**src/design/lfp_pkg.sv**
```systemverilog
// Constants shared by the shared-pin control block and its configuration bank.
// Assumes one 200 MHz clock and all field pins sampled into that domain.
package lfp_pkg;
	localparam int unsigned CLK_MHZ = 200;
	localparam int unsigned ALARM_TIME_US = 32000;
	localparam int unsigned ALARM_CYC = ALARM_TIME_US * CLK_MHZ;
	localparam int unsigned CMD_W = 3;
	localparam int unsigned ADDR_W = 3;
	localparam int unsigned DATA_W = 9;
	localparam logic [3:0] HDR_BITS = 4'h6;
	localparam logic [3:0] FRAME_BITS = 4'hF;
	localparam logic [2:0] CMD_CLAMP_ON = 3'h1;
	localparam logic [2:0] CMD_CLAMP_OFF = 3'h2;
	localparam logic [2:0] CMD_READ = 3'h3;
	localparam logic [2:0] CMD_WRITE = 3'h4;
	localparam logic [2:0] ADDR_CHAN = 3'h0;
	localparam logic [2:0] ADDR_OUT = 3'h1;
	localparam logic [2:0] ADDR_STATUS = 3'h7;
	localparam logic [8:0] CFG_RESET = 9'h001;
	localparam int unsigned CH_EN_LSB = 6;
	localparam int unsigned OUT_SEL_LSB = 6;
	localparam int unsigned OEF_EN_BIT = 8;
	localparam logic [1:0] OUT_DEMOD = 2'h0;
	localparam logic [1:0] OUT_CARRIER = 2'h1;
	localparam logic [1:0] OUT_RSSI = 2'h2;
	localparam int unsigned N_SYNC = 7;
	typedef enum logic [1:0] {SL_IDLE, SL_HDR, SL_READ, SL_WDATA} lfp_link_st_t;
endpackage : lfp_pkg

```
**src/design/lfp_cfg_bank.sv**
```systemverilog
// Seven nine-bit configuration rows plus a status row, with odd row parity check on the seven.
// Assumes write strobes from the serial engine on the same clock.
`timescale 1ns/1ps
module lfp_cfg_bank import lfp_pkg::*; (
	input wire logic clk,
	input wire logic srst,
	input wire logic wr_en,
	input wire logic [2:0] addr,
	input wire logic [8:0] wdata,
	input wire logic [8:0] status,
	output logic [8:0] rdata,
	output logic [8:0] row0,
	output logic [8:0] row1,
	output logic perr
);
	logic [8:0] rows_q [0:6];
	logic [6:0] bad;
	genvar gi;
	generate
		for (gi = 0; gi < 7; gi++) begin : g_row
			always_ff @(posedge clk) begin
				if (srst) begin
					rows_q[gi] <= CFG_RESET;
				// Status row has no storage, so writes to it fall away
				end else if (wr_en && addr == 3'(gi)) begin
					rows_q[gi] <= wdata;
				end
			end
			assign bad[gi] = ~^rows_q[gi];
		end
	endgenerate
	assign rdata = (addr == ADDR_STATUS) ? status : rows_q[addr];
	assign row0 = rows_q[0];
	assign row1 = rows_q[1];
	assign perr = |bad;
endmodule : lfp_cfg_bank

```
**src/design/lfp_pin_ctrl.sv**
```systemverilog
// Shared-pin control: serial programming link versus alert and data outputs.
// Assumes host drives cs_n, sclk and sdio; field signals arrive asynchronously.
//
// Overview of operation
// - Chip select low selects serial programming mode
// - Clock pin is clock in low, alert high
// - Alert low on parity error or alarm expiry
// - Data pin outputs demod or carrier per selection
// - Data pin is serial data when selected
// - Carrier output only after gain control settles
// - Alert only pulls low, never drives high
// - Strength sink active only when option chosen
// - Inactivity flag shown only with filter disabled
// - Nine-bit rows with parity checked for alert
// - All rows writable except read-only status
// - Clamp commands affect only enabled channels
`timescale 1ns/1ps
module lfp_pin_ctrl import lfp_pkg::*; #(
	parameter int unsigned ALARM_CYCLES = ALARM_CYC
) (
	input wire logic clk,
	input wire logic srst,
	input wire logic cs_n_i,
	input wire logic sclk_i,
	input wire logic sdio_i,
	input wire logic demod_i,
	input wire logic carrier_i,
	input wire logic agc_settled_i,
	input wire logic inact_tmo_i,
	output logic alert_o,
	output logic alert_oe_n,
	output logic demod_data_out,
	output logic data_oe_n,
	output logic rssi_sink_en,
	output logic [2:0] clamp_o,
	output logic [2:0] ch_en_o
);
	////////////////////////////////////////////////////////////////////////
	logic [N_SYNC-1:0] raw, s1_q, s2_q;
	logic sclk_prev_q, cs_prev_q;
	logic cs_lo, sclk_s, sdio_s, dem_s, car_s, agc_s, ina_s;
	logic sclk_rise, sclk_fall, cs_fell;
	logic [2:0] alert_hist_q;
	logic sclk_quiet;
	assign raw = {inact_tmo_i, agc_settled_i, carrier_i, demod_i, sdio_i, sclk_i, cs_n_i};
	genvar gi;
	generate
		for (gi = 0; gi < N_SYNC; gi++) begin : g_sync
			always_ff @(posedge clk) begin
				if (srst) begin
					// Chip select and clock pins both idle high
					s1_q[gi] <= (gi <= 1);
					s2_q[gi] <= (gi <= 1);
				end else begin
					s1_q[gi] <= raw[gi];
					s2_q[gi] <= s1_q[gi];
				end
			end
		end
	endgenerate
	assign {ina_s, agc_s, car_s, dem_s, sdio_s, sclk_s} = s2_q[6:1];
	assign cs_lo = ~s2_q[0];
	always_ff @(posedge clk) begin
		if (srst) begin
			sclk_prev_q <= 1'b1;
			cs_prev_q <= 1'b0;
		end else begin
			// Own alert drive echoes through the synchroniser; read it as pull-up
			sclk_prev_q <= sclk_quiet ? sclk_s : 1'b1;
			cs_prev_q <= cs_lo;
		end
	end
	always_ff @(posedge clk) begin
		if (srst) begin
			alert_hist_q <= 3'h0;
		end else begin
			alert_hist_q <= {alert_hist_q[1:0], ~alert_oe_n};
		end
	end
	assign sclk_quiet = ~|alert_hist_q;
	assign sclk_rise = cs_lo & sclk_quiet & sclk_s & ~sclk_prev_q;
	assign sclk_fall = cs_lo & sclk_quiet & ~sclk_s & sclk_prev_q;
	assign cs_fell = cs_lo & ~cs_prev_q;

	////////////////////////////////////////////////////////////////////////
	lfp_link_st_t st_q;
	logic [3:0] cnt_q;
	logic [11:0] sh_in_q;
	logic [8:0] sh_out_q;
	logic wr_en_q, cmd_done_q;
	logic [8:0] rdata, row0, row1, status;
	logic perr, alarm_q;
	logic [2:0] hdr_cmd, hdr_addr;
	assign hdr_cmd = sh_in_q[4:2];
	assign hdr_addr = {sh_in_q[1:0], sdio_s};
	assign status = {alarm_q, perr, 7'h00};
	// Command and address sit in the first six bits of each frame
	always_ff @(posedge clk) begin
		if (srst || !cs_lo || cs_fell) begin
			st_q <= cs_lo ? SL_HDR : SL_IDLE;
			cnt_q <= 4'h0;
		end else if (sclk_rise) begin
			cnt_q <= cnt_q + 4'h1;
			if (st_q == SL_HDR && cnt_q == HDR_BITS - 4'h1) begin
				st_q <= hdr_cmd == CMD_READ ? SL_READ : hdr_cmd == CMD_WRITE ? SL_WDATA : SL_IDLE;
			end else if (cnt_q == FRAME_BITS - 4'h1) begin
				st_q <= SL_IDLE;
			end
		end
	end
	always_ff @(posedge clk) begin
		if (srst) begin
			sh_in_q <= 12'h000;
		end else if (sclk_rise) begin
			sh_in_q <= {sh_in_q[10:0], sdio_s};
		end
	end
	always_ff @(posedge clk) begin
		if (srst) begin
			wr_en_q <= 1'b0;
			cmd_done_q <= 1'b0;
		end else begin
			wr_en_q <= sclk_rise && st_q == SL_WDATA && cnt_q == FRAME_BITS - 4'h1;
			cmd_done_q <= sclk_rise && st_q == SL_HDR && cnt_q == HDR_BITS - 4'h1;
		end
	end
	lfp_cfg_bank u_bank (
		.clk(clk),
		.srst(srst),
		.wr_en(wr_en_q),
		.addr(st_q == SL_HDR ? hdr_addr : sh_in_q[11:9]),
		.wdata(sh_in_q[8:0]),
		.status(status),
		.rdata(rdata),
		.row0(row0),
		.row1(row1),
		.perr(perr)
	);
	// Read data launches on falling clock; host samples it just after the next fall
	always_ff @(posedge clk) begin
		if (srst) begin
			sh_out_q <= 9'h000;
		end else if (sclk_rise && st_q == SL_HDR && cnt_q == HDR_BITS - 4'h1) begin
			sh_out_q <= rdata;
		end else if (sclk_fall && st_q == SL_READ) begin
			sh_out_q <= {sh_out_q[7:0], 1'b0};
		end
	end

	////////////////////////////////////////////////////////////////////////
	logic [2:0] ch_en;
	logic [1:0] out_sel;
	logic oef_en;
	logic [31:0] alarm_cnt_q;
	assign ch_en = row0[CH_EN_LSB +: 3];
	assign out_sel = row1[OUT_SEL_LSB +: 2];
	assign oef_en = row1[OEF_EN_BIT];
	always_ff @(posedge clk) begin
		if (srst) begin
			clamp_o <= 3'h0;
		end else if (cmd_done_q && sh_in_q[5:3] == CMD_CLAMP_ON) begin
			clamp_o <= clamp_o | ch_en;
		end else if (cmd_done_q && sh_in_q[5:3] == CMD_CLAMP_OFF) begin
			clamp_o <= clamp_o & ~ch_en;
		end
	end
	// Alarm restarts on every host command; flag clears on status read
	always_ff @(posedge clk) begin
		if (srst || cmd_done_q) begin
			alarm_cnt_q <= 32'h0;
		end else if (alarm_cnt_q != ALARM_CYCLES) begin
			alarm_cnt_q <= alarm_cnt_q + 32'h1;
		end
	end
	always_ff @(posedge clk) begin
		if (srst) begin
			alarm_q <= 1'b0;
		end else if (alarm_cnt_q == ALARM_CYCLES - 1) begin
			alarm_q <= 1'b1;
		end else if (cmd_done_q && sh_in_q[5:3] == CMD_READ && sh_in_q[2:0] == ADDR_STATUS) begin
			alarm_q <= 1'b0;
		end
	end

	////////////////////////////////////////////////////////////////////////
	// All pin outputs registered so role changes cannot glitch
	always_ff @(posedge clk) begin
		if (srst) begin
			alert_o <= 1'b0;
			alert_oe_n <= 1'b1;
			demod_data_out <= 1'b0;
			data_oe_n <= 1'b1;
			rssi_sink_en <= 1'b0;
			ch_en_o <= 3'h0;
		end else begin
			alert_o <= 1'b0;
			alert_oe_n <= ~(~cs_lo & (perr | alarm_q));
			rssi_sink_en <= out_sel == OUT_RSSI;
			ch_en_o <= ch_en;
			if (cs_lo) begin
				data_oe_n <= ~(st_q == SL_READ);
				demod_data_out <= sh_out_q[8];
			end else begin
				data_oe_n <= 1'b0;
				if (out_sel == OUT_CARRIER) begin
					demod_data_out <= car_s & agc_s;
				end else begin
					demod_data_out <= dem_s | (ina_s & ~oef_en);
				end
			end
		end
	end
endmodule : lfp_pin_ctrl

```
**config.mk**
```make
export PLATFORM = sky130hd
export DESIGN_NAME = lfp_pin_ctrl
export DESIGN_NICKNAME = d
export VERILOG_FILES = /design/src/design/lfp_pkg.sv /design/src/design/lfp_cfg_bank.sv /design/src/design/lfp_pin_ctrl.sv
export SDC_FILE = /design/constraint.sdc
export NUM_CORES = 1
export LEC_CHECK = 0
export BUFFER_PORTS_ARGS = -buffer_cell sky130_fd_sc_hd__buf_4
export CORE_UTILIZATION = 45
export CTS_CLUSTER_SIZE = 12
export DETAILED_ROUTE_END_ITERATION = 10
export SLEW_MARGIN = 20
export SYNTH_ARGS = -nofsm -noshare
export SYNTH_HDL_FRONTEND = slang
export SYNTH_HIERARCHICAL = 1
export SYNTH_SLANG_ARGS = --single-unit
```
**constraint.sdc**
```tcl
create_clock -name clk -period 3.42 [get_ports clk]
set_input_delay 0.342 -clock clk [delete_from_list [all_inputs] [get_ports clk]]
set_output_delay 0.342 -clock clk [all_outputs]
set_load 0.01 [all_outputs]
```
==> flow_summary.toml, run 1 <==
[outcome]
outcome = "finished clean"

[clocking]
clockBufferDepth = 2
insertion_delay_ps = 430
clkTransAtPathRegs_ps = 70
cts_tree = "done"
cts.sinks = 154
cts_setup_buffers = 0
cts_root_buf = "clkbuf_16"
postCtsResizedCells = 0
cts_htree_levels = 4
hold_buffers = 0
cts_buffers = 17

[synthesis]
ys_ff_latch = 154
synth_area_um2 = 7380
synth_top_cell_by_area = "edfxtp_1"
synth_top_area_share = 0.264
synthesis.instances = 691
syn_avg_cell_area_um2 = 10.7
synth_edf_count = 65
ys_top_cells_by_area = "edfxtp_1, dfxtp_1, mux4_2"
yosysWarnings = 6
synth_ff_type = "dfxtp_1"
synthArstFlopShare = 0
synthDistinctLibCells = 57
yosysSeqAreaShare = 0.506

[final_layout]
nNetsFinal = 725
postLayoutCellArea_um2 = 8310
drive_above_1_share = 0.131
fill_cells = 1427
final_util = 0.521
area_growth_pct = 12.6
stdcell_count = 940
n_antenna_cell = 0

[min_path]
hold_path.class = "in -> reg"

[power_and_ir_drop]
ir_drop_v = 0.000440
p_leak_nw = 2.96
p_per_area_nw_per_um2 = 492
power.total_mw = 4.09

[place]
place_worst_setup_slack_ps = 581
place_area_um2 = 7730
dp_hpwl_um = 12200
place_congestion = 0.932
port-buffer-count = 18
dp_cells = 908

[sta]
final-setup-viol-count = 0
fmax_mhz = 354
tns_ps = 0
finalCritPeriodShare = 0.826
drv_slew = 0
min_period_ps = 2820
tightestPinTransition_ps = 946
rsz0062_at_grt = "false"
relSlewSlack = 0.365
finalHoldViolCount = 0
whs_ps = 106
finalClockSkew_ps = 13.8
timing.final.ws_setup_ps = 597

[route]
num_vias = 5166
dr.pass1.iters = 5
first_iter_violations = 463
drc_errors = 0
routed_wl_um = 17300
vias_per_cell = 5.50
wl_per_cell_um = 18.4
ant_nets = 0

[critical_path]
crit_fanout = 21
crit_start = "st_q[1]$_SDFFCE_PP0P_"
critical_path_class = "reg -> reg"
reg2reg_from = "st_q[1]$_SDFFCE_PP0P_"
regToRegSetupSlack_ps = 600
reg2reg_to = "u_bank/rows_q[3][1]$_SDFFCE_PN0P_"
end_kind = "register"
rr_worst_depth = 4
critPathRequiredTime_ps = 3470
cp_data_arrival_time_ps = 2880
cp-start-kind = "register"
endpoint = "u_bank/rows_q[3][1]$_SDFFCE_PN0P_"

[floorplanning]
row_count = 46
ioPinCount = 20
fp.dieW_um = 130
fp.dieH_um = 130
initial_core_util = 0.463
coreArea_um2 = 15900
dieArea_um2 = 16900

[global_route]
antenna_found_initial = 0
grt.total_usage = 0.216
grt_pass1_wl_um = 26600
globalRoute.totalOverflow = 0
grt_max_degree = 65
grt_pass1_vias = 4926

[flow_run]
maxCapViolCount = 0
-- cell families (layout without fill, tap and decap cells) --
group / after synthesis / in the layout / synth area share
AOI/OAI and AO/OA: 79 / 79 / 0.0676
xor gates and xnor gates: 63 / 63 / 0.0861
adders and majority gates: 5 / 5 / 0.00848
buffers and inverters: 44 / 70 / 0.0248
DFF: 154 / 154 / 0.506
muxes: 30 / 30 / 0.0724
other: 1 / 8 / 0.000508
and+or+nand+nor: 315 / 315 / 0.234
-- critical path: stages (launching register included) --
cell and delay [ps]:
edfxtp_1 420, nand2b_1 220, mux2_2 720, nand2_1 350, o21bai_1 730
-- synthesized netlist by cell type, types with 4 or more instances --
cell type / instances
xnor3_1: 5
edfxtp_1: 65
nand3_1: 21
a21o_1: 4
and2_1: 61
a21oi_1: 31
clkbuf_1: 15
xor2_1: 15
mux2i_1: 8
nand4_1: 11
mux4_2: 17
a31o_2: 4
mux2_2: 4
or2_2: 5
nand2_1: 86
nand2b_1: 8
inv_1: 14
ha_1: 5
or3_1: 12
nor4_1: 12
a211oi_1: 7
buf_2: 7
dfxtp_1: 89
nor2b_1: 17
nor2_1: 39
buf_1: 5
and3_1: 6
o31ai_1: 7
o21ai_0: 9
or4_1: 12
o211ai_1: 4
xnor2_1: 42
-- how the worst min path moves through the flow --
stage	slack, ps	endpoint	cells past startpoint	from
2_1_floorplan	390	s2_q[0]$_SDFF_PP1_	1	s1_q[0]$_SDFF_PP1_
3_5_place_dp	390	s2_q[0]$_SDFF_PP1_	1	s1_q[0]$_SDFF_PP1_
3_3_place_gp	400	s2_q[0]$_SDFF_PP1_	1	s1_q[0]$_SDFF_PP1_
5_1_grt	100	s1_q[1]$_SDFF_PP1_	2	sclk_i
4_1_cts	90	s1_q[1]$_SDFF_PP1_	2	sclk_i
6_report	110	s1_q[1]$_SDFF_PP1_	2	sclk_i
-- routing by layer --
| layer | up-vias | part of all wire | track usage |
|---|---|---|---|
| met5 | - | 0 | 0 |
| met4 | 0 | 0.016 | 0.0773 |
| met3 | 22 | 0.051 | 0.0472 |
| met2 | 113 | 0.46 | 0.333 |
| met1 | 2537 | 0.47 | 0.300 |
| li1 | 2494 | - | - |
-- power by group --
group	leakage [nW]	switching (mW)	internal, mW
registers	1.35	0.0399	1.96
clock network	0.297	0.802	1.05
logic	1.31	0.117	0.117
-- state kept, by name (all words and copies together) (netlist names), 2 cells and up, named ones only --
register       count
s1_q               7
ch_en_o            3
st_q               2
alarm_cnt_q       32
cnt_q              4
sh_in_q           12
u_bank/rows_q     63
alert_hist_q       3
sh_out_q           9
-- layout make-up --
type                       instances  area [µm²]  share of cell area
clock buffer                      20         489              0.0589
clock inverter                    12        97.6              0.0117
inverter                          14        52.6             0.00632
multi-input combinational        500        3490               0.420
sequential                       154        3730               0.449
tap                              216         270              0.0325
timing repair buffer              24         180              0.0217
-- cells in the final DEF (no fill, tap or decap), types with 5 or more instances in the layout --
cell type	Yosys	routed
and2_1	61	61
clkbuf_16	0	19
o31ai_1	7	7
xnor3_1	5	5
buf_4	2	24
nand2_1	86	86
dfxtp_1	89	89
nor2b_1	17	17
xor2_1	15	15
mux2i_1	8	8
mux4_2	17	17
nand3_1	21	21
or3_1	12	12
and3_1	6	6
or2_2	5	5
conb_1	1	8
nor4_1	12	12
xnor2_1	42	42
nor2_1	39	39
a21oi_1	31	31
a211oi_1	7	7
inv_1	14	14
nand2b_1	8	8
edfxtp_1	65	65
or4_1	12	12
ha_1	5	5
nand4_1	11	11
o21ai_0	9	9
No activity file was read; power rests on OpenSTA's default activity.
==> run 2, diff against run 1 <==
==> constraint.sdc (replaced) <==
create_clock -name clk -period 2.47 [get_ports clk]
set_input_delay 0.247 -clock clk [delete_from_list [all_inputs] [get_ports clk]]
set_output_delay 0.247 -clock clk [all_outputs]
set_load 0.01 [all_outputs]
==> flow_summary.toml, run 2 (synthesized netlist as in run 1, its figures left out) <==
[final_layout]
drive_above_1_share = 0.164
area_growth_pct = 15.9
nNetsFinal = 755
reg_top3 = "u_bank/rows_q x63, alarm_cnt_q x32, sh_in_q x12"
final_common_cell = "dfxtp_1"
final_cell_mix = "dfxtp_1, nand2_1, edfxtp_1, and2_1, buf_4"
stdcell_count = 970
largest_reg_flops = 63
postLayoutCellArea_um2 = 8550
top_register = "u_bank/rows_q"
n_antenna_cell = 0

[critical_path]
cpMostUsedCell = "nand2_1"
cp_data_arrival_time_ps = 2900
end_kind = "register"
critPathRequiredTime_ps = 2780
regToRegSetupSlack_ps = -120
cpLargestDelayFamily = "XOR/XNOR gates"
crit_fanout = 2
slowest_stage = "mux4_2"
cp-start-kind = "register"
crit_chain = "xor2_1 > xnor3_1 > xnor2_1 > nor4_2 > nand3_1 > mux4_2 > nand2_1 > nand2_1 > inv_1 > o22a_1 > a21oi_1"
path_buf_inv = 1
max_stage_delay_ps = 480
critical_path_class = "reg -> reg"

[floorplanning]
fp.dieW_um = 130
coreArea_um2 = 15900
ioPinCount = 20
dieArea_um2 = 16900
initial_core_util = 0.463
fp.dieH_um = 130
row_count = 46

[place]
dp_hpwl_um = 12500
place_area_um2 = 7950
port-buffer-count = 18
dp_cells = 936
place_congestion = 0.826
place_worst_setup_slack_ps = -71.4

[global_route]
grt.total_usage = 0.222
grt_max_degree = 38
globalRoute.totalOverflow = 0
grt_pass1_wl_um = 27300
antenna_found_initial = 0
grt_pass1_vias = 4984

[sta]
finalClockSkew_ps = 11.8
timing.final.ws_setup_ps = -124
finalHoldViolCount = 0
drv_slew = 0
min_period_ps = 2590
final-setup-viol-count = 1
rsz0062_at_grt = "true"
relSlewSlack = 0.574
tightestPinTransition_ps = 637
finalCritPeriodShare = 1.05
fmax_mhz = 386

[clocking]
cts_root_buf = "clkbuf_16"
clkTransAtPathRegs_ps = 60
clockBufferDepth = 2
cts_htree_levels = 4
cts_tree = "done"
cts_setup_buffers = 0
cts_buffers = 17
cts.sinks = 154
insertion_delay_ps = 430

[outcome]
outcome = "complete, but fails checks"
violations = "negative setup slack"

[power_and_ir_drop]
p_per_area_nw_per_um2 = 659
p_leak_nw = 3.11
ir_drop_v = 0.000502
power.total_mw = 5.64

[route]
dr.pass1.iters = 7
wl_per_cell_um = 18.0
num_vias = 5234
routed_wl_um = 17500
first_iter_violations = 483
ant_nets = 0
drc_errors = 0
vias_per_cell = 5.40

[min_path]
hold_path.class = "in -> reg"

[flow_run]
maxCapViolCount = 0
run 2: worst paths after layout:
kind,cells after the start,start,end
max,11,u_bank/rows_q[2][6]$_SDFFCE_PN0P_,sh_out_q[7]$_SDFFE_PP0P_
min,2,inact_tmo_i,s1_q[6]$_SDFF_PP0_
max reg2reg,11,u_bank/rows_q[2][6]$_SDFFCE_PN0P_,sh_out_q[7]$_SDFFE_PP0P_
min reg2reg,1,s1_q[1]$_SDFF_PP1_,sclk_s$_SDFF_PP1_
run 2: what timing repair did:
| action | in CTS | in global routing |
|---|---|---|
| hold buffers | 2 | 0 |
| resized for setup | 0 | 1 |
| endpoints found under the setup margin | 1 | 4 |
| gates cloned | 0 | 0 |
| pin swaps | 1 | 2 |
| hold endpoints to repair | 2 | 0 |
run 2: worst register-to-register path, cell delays in order, from the launching register on:
cell and delay (ps):
edfxtp_1 410, xor2_1 230, xnor3_1 440, xnor2_1 150
nor4_2 290, nand3_1 120, mux4_2 480, nand2_1 80
nand2_1 50, inv_1 50, o22a_1 130, a21oi_1 50
run 2: area by class of cell:
class / count / area (µm²)
inverter: 14 / 52.6
clock buffer: 20 / 478
multi-input combinational: 500 / 3490
clock inverter: 12 / 101
tap: 216 / 270
sequential: 154 / 3730
fill: 1406 / 7390
timing repair buffer: 54 / 423
run 2: where the power goes:
part / leakage (nW) / total, mW / internal (mW) / switching, mW
clock network: 0.290 / 2.53 / 1.43 / 1.11
logic: 1.46 / 0.343 / 0.175 / 0.168
registers: 1.35 / 2.76 / 2.71 / 0.0475
run 2: per-layer routing:
layer  routed length [µm]  vias up  global-route usage
li1                     -     2557                   -
met1                 8440     2553               0.310
met2                 8100      100               0.346
met3                  719       24              0.0467
met4                  232        0              0.0670
met5                    0        -                   0
run 2: metrics by stage:
step	hold slack, ps	TNS (ps)	util
floorplan	351	0	-
global placement	400	-12.4	0.499
detailed placement	397	-71.4	0.499
CTS	9.81	-81.5	0.536
global route	13.1	-318	0.536
finish	27.2	-124	0.536
==> run 3, diff against run 2 <==
--- a/config.mk
+++ b/config.mk
@@ -9,6 +9,8 @@
 export CORE_UTILIZATION = 45
 export CTS_CLUSTER_SIZE = 12
 export DETAILED_ROUTE_END_ITERATION = 10
+export GPL_TIMING_DRIVEN = 0
+export SKIP_CTS_REPAIR_TIMING = 1
 export SLEW_MARGIN = 20
 export SYNTH_ARGS = -nofsm -noshare
 export SYNTH_HDL_FRONTEND = slang
==> flow_summary.toml, run 3 (synthesized netlist as in run 1, its figures left out) <==
[final_layout]
final_common_cell = "dfxtp_1"
regArea_um2 = 3730
final_cell_mix = "dfxtp_1, nand2_1, edfxtp_1, and2_1, xnor2_1"
final_util = 0.534
multi_input_area_um2 = 3540
reg_top3 = "u_bank/rows_q x63, alarm_cnt_q x32, sh_in_q x12"
fill_cells = 1439
nNetsFinal = 757
n_antenna_cell = 0
largest_reg_flops = 63
area_growth_pct = 15.3
top_register = "u_bank/rows_q"
drive_above_1_share = 0.151

[global_route]
grt.total_usage = 0.219
globalRoute.totalOverflow = 0
grt_pass1_wl_um = 27000
grt_max_degree = 17
antenna_found_initial = 0
grt.busiest_layer = "met2"
grt_pass1_vias = 5020
use_met3 = 0.0463
gr-usage-met1 = 0.277
global_route.usage.met2 = 0.368

[sta]
tightestPinTransition_ps = 720
timing.final.ws_setup_ps = -151
rsz0062_at_grt = "true"
whs_ps = 24.7
finalHoldViolCount = 0
finalClockSkew_ps = 7.06
relSlewSlack = 0.519
finalCritPeriodShare = 1.06
fmax_mhz = 381
final-setup-viol-count = 1
drv_slew = 0
min_period_ps = 2620

[floorplanning]
coreArea_um2 = 15900
fp.dieW_um = 130
dieArea_um2 = 16900
fp.dieH_um = 130
ioPinCount = 20
row_count = 46
initial_core_util = 0.463

[critical_path]
regToRegSetupSlack_ps = -150
reg2reg_from = "u_bank/rows_q[2][1]$_SDFFCE_PN0P_"
crit_fanout = 2
cpLargestDelayFamily = "XOR/XNOR gates"
max_stage_delay_ps = 490
path_buf_inv = 1
cp_data_arrival_time_ps = 2900
reg2reg_to = "sh_out_q[7]$_SDFFE_PP0P_"
critPathRequiredTime_ps = 2750
crit_chain = "xnor2_1 > xnor3_1 > xnor2_2 > nor4_2 > nand3_1 > mux4_2 > nand2_2 > nand2_2 > inv_2 > o22a_1 > a21oi_1"
critical_path_class = "reg -> reg"
rr_worst_depth = 11
end_kind = "register"
cp-start-kind = "register"
cpMostUsedCell = "nand2_2"
slowest_stage = "mux4_2"

[power_and_ir_drop]
sw_frac_of_total = 0.229
combPwrFrac = 0.061
p_switching_mw = 1.29
internal-power_mw = 4.33
p_per_area_nw_per_um2 = 661
seq_power_share = 0.492
p_clk_frac = 0.447
ir_drop_v = 0.000482
p_leak_nw = 3.04

[clocking]
cts_root_buf = "clkbuf_16"
cts_buffers = 17
clkTransAtPathRegs_ps = 60
cts_tree = "done"
insertion_delay_ps = 430
cts.sinks = 154
clockBufferDepth = 2
cts_htree_levels = 4

[place]
dp_hpwl_um = 12400
port-buffer-count = 18
place_congestion = 0.876

[outcome]
violations = "negative setup slack"
outcome = "complete, but fails checks"

[route]
drc_errors = 0
vias_per_cell = 5.47
num_vias = 5317
wl_per_cell_um = 17.7
routed_wl_um = 17200
dr.pass1.iters = 5
first_iter_violations = 346
ant_nets = 0

[min_path]
hold_path.class = "in -> reg"
hp-start = "agc_settled_i"
min_to = "s1_q[5]$_SDFF_PP0_"
hold_path_depth = 2

[flow_run]
maxCapViolCount = 0
==> run 3: power groups by stage <==
stage | clock network, mW | registers (mW) | logic, mW
after floorplan | 0 | 2.81 | 0.245
after global placement | 0 | 2.82 | 0.320
after detailed placement | 0 | 2.83 | 0.324
after CTS | 2.56 | 2.77 | 0.326
after global routing | 2.69 | 2.77 | 0.374
final | 2.51 | 2.77 | 0.344
==> run 3: metrics by stage <==
stage / area, µm² / setup TNS (ps) / power (mW) / worst slack (ps) / instances
final: 8510 / -151 / 5.63 / -151 / 972
after global routing: 8510 / -326 / 5.84 / -326 / 972
after CTS: 8380 / -1690 / 5.66 / -362 / 964
after detailed placement: 7810 / -1310 / 3.15 / -341 / 932
after global placement: 7810 / -756 / 3.14 / -357 / 932
after floorplan: 7410 / 0 / 3.05 / 63.9 / 698
==> run 3: worst register-to-register path: cells and delay by family, from the launching register on <==
family | cells | cell delay [ps]
flip-flops | 1 | 400
AND/OR/NAND/NOR | 4 | 530
multiplexers | 1 | 490
XOR/XNOR | 3 | 810
buffers and inverters | 1 | 40
AO/OA/AOI/OAI | 2 | 200
==> run 3: per-layer routing <==
layer  up-vias  part of all wire
li1       2567                 -
met1      2601              0.43
met2       125              0.50
met3        24             0.051
met4         0             0.020
met5         -                 0
==> run 3: how the worst max path moves through the flow <==
stage	startpoint	to	slack (ps)	depth (start not counted)
2_1_floorplan	u_bank/rows_q[0][6]$_SDFFCE_PN0P_	sh_out_q[7]$_SDFFE_PP0P_	60	11
3_3_place_gp	u_bank/rows_q[0][6]$_SDFFCE_PN0P_	sh_out_q[7]$_SDFFE_PP0P_	-360	11
3_5_place_dp	u_bank/rows_q[0][6]$_SDFFCE_PN0P_	sh_out_q[7]$_SDFFE_PP0P_	-340	11
4_1_cts	u_bank/rows_q[0][6]$_SDFFCE_PN0P_	sh_out_q[7]$_SDFFE_PP0P_	-360	11
5_1_grt	u_bank/rows_q[2][1]$_SDFFCE_PN0P_	sh_out_q[7]$_SDFFE_PP0P_	-330	11
6_report	u_bank/rows_q[2][1]$_SDFFCE_PN0P_	sh_out_q[7]$_SDFFE_PP0P_	-150	11
==> run 3: cell type report <==
cell class | instances | share of cell area
Multi-Input combinational cell | 500 | 0.416
Sequential cell | 154 | 0.439
Clock buffer | 21 | 0.0580
Buffer | 30 | 0.0162
Tap cell | 216 | 0.0318
Inverter | 14 | 0.00618
Clock inverter | 11 | 0.00941
Timing Repair Buffer | 26 | 0.0235
